--- config.mk ---
export PLATFORM = sky130hd
export DESIGN_NAME = bfpc_regs
export DESIGN_NICKNAME = d
export VERILOG_FILES = /design/src/include/bfpc_pkg.sv /design/src/bfpc_regs.sv
export VERILOG_INCLUDE_DIRS = /design/src /design/src/include
export SDC_FILE = /design/constraint.sdc
export NUM_CORES = 1
export LEC_CHECK = 0
export ABC_AREA = 1
export BUFFER_PORTS_ARGS = -buffer_cell sky130_fd_sc_hd__clkbuf_2
export CORE_ASPECT_RATIO = 0.7
export CORE_UTILIZATION = 40
export CTS_CLUSTER_SIZE = 30
export DETAILED_ROUTE_END_ITERATION = 6
export HOLD_SLACK_MARGIN = 0.12
export PLACE_DENSITY = 0.75
export SLEW_MARGIN = 20
export SYNTH_ARGS = -nofsm -noshare
export SYNTH_HDL_FRONTEND = slang
export SYNTH_SLANG_ARGS = --single-unit
--- constraint.sdc ---
create_clock -name ref_clk -period 1.3 [get_ports ref_clk]
set_input_delay 0.13 -clock ref_clk [delete_from_list [all_inputs] [get_ports ref_clk]]
set_output_delay 0.13 -clock ref_clk [all_outputs]
set_load 0.02 [all_outputs]
--- src/include/bfpc_defines.svh ---
`ifndef BFPC_DEFINES_SVH
`define BFPC_DEFINES_SVH

// ==========================================================================
// register offsets
`define BFPC_ADDR_FAULT_SD    8'h3A
`define BFPC_ADDR_BIAS        8'h3B
`define BFPC_ADDR_CH1_CFG     8'h3C

// ==========================================================================
// reset values
`define BFPC_RST_FAULT_SD     8'h10
`define BFPC_RST_BIAS         8'hD0
`define BFPC_RST_CH1_CFG      8'h10
`define BFPC_RST_RDATA        8'h00
`define BFPC_RST_POWERDOWN    1'b0
`define BFPC_RST_CODE_OK      1'b1

// ==========================================================================
// writable bit masks (read-only reserved bits hold zero)
`define BFPC_WMASK_FAULT_SD   8'hF8
`define BFPC_WMASK_BIAS       8'hF3
`define BFPC_WMASK_CH1_CFG    8'hFF

// ==========================================================================
// readback of offsets outside the bank
`define BFPC_UNMAPPED_RDATA   8'h00

// ==========================================================================
// fault policy codes and bias code limits
`define BFPC_POLICY_A         2'h1
`define BFPC_POLICY_B         2'h2
`define BFPC_BIAS_CODE_MIN    4'h7

`endif

--- src/include/bfpc_pkg.sv ---
package bfpc_pkg;

    // ======================================================================
    // fault shutdown register layout
    typedef struct packed {
        logic       sd_a;
        logic       sd_b;
        logic       sd_c;
        logic       sd_d;
        logic       rsvd_rw;
        logic [2:0] rsvd_ro;
    } bfpc_fault_sd_t;

    // ======================================================================
    // bias register layout
    typedef struct packed {
        logic [3:0] bias_voltage_code;
        logic [1:0] rsvd_ro;
        logic [1:0] rsvd_rw;
    } bfpc_bias_t;

    // ======================================================================
    // channel 1 input configuration layout
    typedef struct packed {
        logic       chan1_input_type;
        logic [1:0] chan1_input_source;
        logic       chan1_coupling;
        logic       chan1_swing_range;
        logic [1:0] chan1_amp_mode;
        logic       chan1_autogain_enable;
    } bfpc_ch1_t;

    // ======================================================================
    // fault detector inputs, one level each
    typedef struct packed {
        logic low_current;
        logic high_current;
        logic over_voltage;
        logic over_temp;
    } bfpc_faults_t;

    // ======================================================================
    // complete module state
    typedef struct packed {
        bfpc_fault_sd_t fault_sd;
        bfpc_bias_t     bias;
        bfpc_ch1_t      ch1;
        logic [7:0]     rdata;
        logic           powerdown;
        logic           bias_code_ok;
    } bfpc_state_t;

endpackage

--- src/bfpc_regs.sv ---
// Behaviour
// - bit a: low current/high current powers down
// - bit b: over voltage/low current powers down
// - bit c: over temperature/over voltage powers down
// - bit d: high current/over temperature powers down
// - fault shutdown register resets to 0x10
// - bias code 7..15 gives 5..9 V
// - bias register resets to 0xD0
// - channel 1 config layout, resets 0x10
// - coupling bit: 0 AC, 1 DC
`timescale 1ns/1ns
`include "bfpc_defines.svh"

module bfpc_regs
(
    input  wire logic                  ref_clk,
    input  wire logic                  rst,
    input  wire logic                  reg_wr,
    input  wire logic                  reg_rd,
    input  wire logic [7:0]            reg_addr,
    input  wire logic [7:0]            reg_wdata,
    output logic      [7:0]            reg_rdata,
    input  wire logic [1:0]            fault_policy_select,
    input  wire bfpc_pkg::bfpc_faults_t faults,
    output logic                       powerdown,
    output logic      [3:0]            bias_voltage_code,
    output logic                       bias_code_valid,
    output bfpc_pkg::bfpc_ch1_t        chan1_cfg,
    output logic                       chan1_dc_coupled
);
    import bfpc_pkg::*;

    // ======================================================================
    // state and helpers
    bfpc_state_t st_reg;   // every flop of the bank
    bfpc_state_t st_next;  // value for the next edge
    logic        trip;     // shutdown asked by present faults

    // ======================================================================
    // fault to shutdown mapping per policy
    // the policy only reorders which fault each enable bit guards; a
    // policy code outside the two known ones maps nothing, so a stray
    // value never drops the bias on its own
    function automatic logic shutdown_trip(
        input bfpc_fault_sd_t sd,
        input logic [1:0]     pol,
        input bfpc_faults_t   f
    );
        logic t;
        t = 1'b0;
        case (pol)
            `BFPC_POLICY_A:
            begin
                t = t | (sd.sd_a & f.low_current);
                t = t | (sd.sd_b & f.over_voltage);
                t = t | (sd.sd_c & f.over_temp);
                t = t | (sd.sd_d & f.high_current);
            end
            `BFPC_POLICY_B:
            begin
                t = t | (sd.sd_a & f.high_current);
                t = t | (sd.sd_b & f.low_current);
                t = t | (sd.sd_c & f.over_voltage);
                t = t | (sd.sd_d & f.over_temp);
            end
            default:
            begin
                t = 1'b0;
            end
        endcase
        return t;
    endfunction

    // ======================================================================
    // write merge
    // read-only bits leave the mask as zero, so a careless write can
    // never make them read back as ones
    function automatic logic [7:0] masked_write(
        input logic [7:0] data,
        input logic [7:0] mask
    );
        return data & mask;
    endfunction

    // ======================================================================
    // bias code check
    // codes below seven are stored as written; the bias generator has to
    // hold off by itself while this flag is low
    function automatic logic bias_code_usable(
        input logic [3:0] code
    );
        return code >= `BFPC_BIAS_CODE_MIN;
    endfunction

    // ======================================================================
    // readback multiplexer
    // unmapped offsets read as zero rather than echoing a neighbour
    function automatic logic [7:0] readback(
        input bfpc_state_t s,
        input logic [7:0]  addr
    );
        logic [7:0] r;
        r = `BFPC_UNMAPPED_RDATA;
        case (addr)
            `BFPC_ADDR_FAULT_SD: r = s.fault_sd;
            `BFPC_ADDR_BIAS:     r = s.bias;
            `BFPC_ADDR_CH1_CFG:  r = s.ch1;
            default:             r = `BFPC_UNMAPPED_RDATA;
        endcase
        return r;
    endfunction

    // ======================================================================
    // next state
    // the trip is a level, not a latch: once the fault clears the bias
    // returns by itself, and latching is left to the status registers
    always_comb
    begin
        st_next = st_reg;
        // a one-cycle fault still gives a one-cycle powerdown
        trip = shutdown_trip(st_reg.fault_sd, fault_policy_select, faults);
        st_next.powerdown = trip;

        // register writes; unmapped offsets are ignored
        if (reg_wr)
        begin
            case (reg_addr)
                `BFPC_ADDR_FAULT_SD:
                begin
                    st_next.fault_sd = masked_write(reg_wdata,
                        `BFPC_WMASK_FAULT_SD);
                end
                `BFPC_ADDR_BIAS:
                begin
                    st_next.bias = masked_write(reg_wdata,
                        `BFPC_WMASK_BIAS);
                end
                `BFPC_ADDR_CH1_CFG:
                begin
                    st_next.ch1 = masked_write(reg_wdata,
                        `BFPC_WMASK_CH1_CFG);
                end
                // unmapped write leaves the bank alone
                default:
                begin
                    st_next.ch1 = st_reg.ch1;
                end
            endcase
        end

        st_next.bias_code_ok =
            bias_code_usable(st_next.bias.bias_voltage_code);

        // readback; a read beside a write returns the old contents
        if (reg_rd)
        begin
            st_next.rdata = readback(st_reg, reg_addr);
        end
    end

    // ======================================================================
    // state register
    // only constants in the reset branch; bit d comes up set so high current (policy A)
    // or over temperature (policy B) protection is live before software writes anything
    always_ff @(posedge ref_clk or posedge rst)
    begin
        if (rst)
        begin
            st_reg.fault_sd     <= `BFPC_RST_FAULT_SD;
            st_reg.bias         <= `BFPC_RST_BIAS;
            st_reg.ch1          <= `BFPC_RST_CH1_CFG;
            st_reg.rdata        <= `BFPC_RST_RDATA;
            st_reg.powerdown    <= `BFPC_RST_POWERDOWN;
            st_reg.bias_code_ok <= `BFPC_RST_CODE_OK;
        end
        else
        begin
            st_reg <= st_next;
        end
    end

    // ======================================================================
    // bus side outputs
    // read data stands until the next read strobe
    assign reg_rdata         = st_reg.rdata;

    // ======================================================================
    // analog side outputs
    // powerdown is registered, so it trails the fault by one cycle
    assign powerdown         = st_reg.powerdown;
    assign bias_voltage_code = st_reg.bias.bias_voltage_code;
    // flag from a flop
    // a flop rather than a compare, so the flag cannot glitch
    assign bias_code_valid   = st_reg.bias_code_ok;

    // ======================================================================
    // channel 1 outputs
    // decoded here so the input stage need not know the bit layout
    assign chan1_cfg         = st_reg.ch1;
    assign chan1_dc_coupled  = st_reg.ch1.chan1_coupling;

endmodule

==> impl_results.md <==
- Psw: 0.518 mW
- CP required: 1.17 ns
- Outcome: complete, no violations
- Sequential share of power: 47.8%
- Yosys top cell area share: 35.1%
- F_max: 869 MHz
- Reg clk slew, reported paths: 0.06 ns
- R2r worst-path depth: 4
- Antenna diodes: 0
- Worst setup SP type: flop
- Initial Util: 41.8%
- Fin crit period: between 1 and 1.5 ns
- Die area: 0.00436 mm^2
- Area delta synth->final: 20.1%
- Post-synthesis cell type count: 26
- Max FO, Critical Path: 3
- DR vias: 1,356
- Mean post-synth cell area: 8.67 um^2
- Die height: roughly 56 um
- Final Skew: 0.00683 ns
- Top Family by Delay on Critical Path: flip-flops
- GR Overflow Total: 0
- Final estimated routing congestion in global placement: 0.796
- Worst-margin pin slew: roughly 0.36 ns
- Die Width: 78.5 um
- WHS Path Cells: 3
- Leakage: 1.07 nW
- Final Hold Viols: 0
- First-pass GRT wire length: roughly 5800 um
- Post-Syn Nets: roughly 220
- VDD IR-drop max: 600 uV
- Share of cells above drive strength 1: 36.2%
- Endpoints failing setup: 0
- Int Power: 1.52 mW
- Number of global-route vias before repair: 1,271
- Nets: 259
- MaxCap Viol Count: 0
- Crit path DAT: 1.02 ns
- Router iterations before antenna repair: 4
- Max FFs per register: 8
- Pwr Density: 1030 mW/mm^2
- Number of synthesized register bits: 29
- Number of remaining DRC errors: 0
- Vias per cell: 4.77
- Setup CP Type: reg -> out
- Antenna Nets Post-Route: 0
- Area contributors post-synth: dfrtp_1 35%, nand2_1 14%, dfstp_2 9.6%
- Number of setup buffers added after CTS: 0
- CORE AREA: 0.00392 mm^2
- Final period util: just under 90%
- Worst setup EP type: primary output
- CTS Sinks: 29
- Syn. warnings: 0
- Synthesized instance count: ~190
- Io pins: 49
- Max H-tree Level: 2
- Comb power frac: 12.1%
- Inst Count DP: 269
- Initial antenna violation count: 0
- Setup TNS: 0 ns
- CTS tree: yes
- Power share of the clock group: between 40% and 50%
- Max Root-Sink Buffers: 2
- Root buffer cell: clkbuf_8
- Clk Latency, worst-skew pair: 0.28 ns
- Worst-path cell chain: clkbuf_2
- Critical path buffers and inverters: 1
- Synth area leader: dfrtp_1
- TritonCTS buffer count: 5
- RSZ-0062 raised after global routing: no
- Worst path depth: 1
- Slew HR: around three quarters
- Slowest CP cell: dfstp_2
- Finished Layout Cells: ~280
- Biggest cell delay along the critical path: 0.56 ns
- I/O Buffers: between 40 and 50
- HP Class: in -> reg
- Detailed Route WL: 3370 um
- Drt wl/cell: ~12 um
- Seq/Total Area, Yosys: 44.7%
- Site Rows: 19
- DP Wirelength: 2640 um
- Sw frac: 25.5%
- Initial DRC count: 73
- GRT Overall Usage: approximately 18%
- Fin util: 50.2%
- Mapped cell area: 0.00164 mm^2
- Max-slew violations: 0
- Largest net degree at the start of global routing: 30
-- per-layer routing --
metal | up-vias | global-route usage (%) | routed length (um)
met5 | - | 0 | 0
met4 | 0 | 8.99 | 97
met3 | 12 | 5.62 | 251
met2 | 50 | 25.3 | 1470
met1 | 615 | 24.7 | 1540
li1 | 679 | - | -
-- path summary, 6_finish.rpt --
check | from | to | slack, ns
setup reg to reg | st_reg[30] | powerdown | 0.36
hold reg to reg | reg_rdata[5] | reg_rdata[5] | 0.49
max in group asynchronous | rst | st_reg[30] | 0.54
setup / recovery | bias_voltage_code[0] | bias_voltage_code[0] | 0.15
min in group asynchronous | rst | reg_rdata[2] | 0.44
hold / removal | reg_wdata[1] | chan1_cfg[1] | 0.13
-- cells by family (layout without fill, tap and decap cells) --
kind of cell / Yosys count / in the layout / synth area share, %
AO/OA/AOI/OAI: 20 / 20 / 8.55
flip-flops: 29 / 29 / 44.7
adder cells (fa/ha/maj): 2 / 2 / 1.53
buffers and inverters: 42 / 85 / 15.0
AND/OR/NAND/NOR: 96 / 96 / 30.2
-- cells in the mapped netlist --
cell type and number:
nor2_1 2, a21oi_2 2, ha_1 2, nand2_4 1, o21ai_1 6, buf_6 1, nor2_4 1, nor2_8 1
clkinv_1 1, dfrtp_1 23, buf_2 1, a22o_1 1, nand3_1 22, inv_2 1, buf_4 21, nor3_4 2
dfstp_2 6, a21oi_1 1, o21ai_0 2, nand2_1 60, nand3_4 3, inv_1 16, o21ai_2 7, nand4_1 4
o31ai_1 1, clkbuf_1 1
-- stage by stage --
stage / cell area (um^2) / setup WS [ns] / total power [mW] / hold slack [ns]
2_1_floorplan: 1640 / 0.307 / 1.14 / 0.204
3_3_place_gp: 1800 / 0.144 / 1.22 / 0.197
3_5_place_dp: 1800 / 0.0967 / 1.22 / 0.209
4_1_cts: 1970 / 0.140 / 2.06 / 0.123
5_1_grt: 1970 / 0.120 / 2.13 / 0.137
6_report: 1970 / 0.149 / 2.04 / 0.127
-- placed cells by master (no fill, tap or decap), drive strengths merged --
cell	count
nand2	61
clkbuf	55
nand3	25
dfrtp	23
inv	17
o21ai	15
dlygate4sd3	7
dfstp	6
nand4	4
buf	4
nor2	4
a21oi	3
nor3	2
ha	2
clkinv	2
a22o	1
o31ai	1
-- cell type report --
type	instances	area (um^2)
Clock buffer	7	96.3
Clock inverter	1	5.00
Timing Repair Buffer	59	340
Multi-Input combinational cell	118	661
Sequential cell	29	733
Tap cell	52	65.1
Inverter	18	67.6
Fill cell	400	1950
-- power by group through the flow --
stage                     combinational [mW]  clock (mW)  sequential [mW]
after floorplan                        0.155           0            0.986
after global placement                 0.229           0            0.988
after detailed placement               0.234           0            0.989
after CTS                              0.252       0.838            0.973
after global routing                   0.276       0.874            0.977
final                                  0.247       0.815            0.973
-- repair_timing --
| item | in CTS | in global routing |
|---|---|---|
| hold buffers | 7 | 0 |
| endpoints found under the hold margin | 33 | 0 |
| gates resized for setup | 0 | 0 |
| endpoints found under the setup margin | 0 | 0 |
Note: power is estimated with default switching activity, not from simulation.
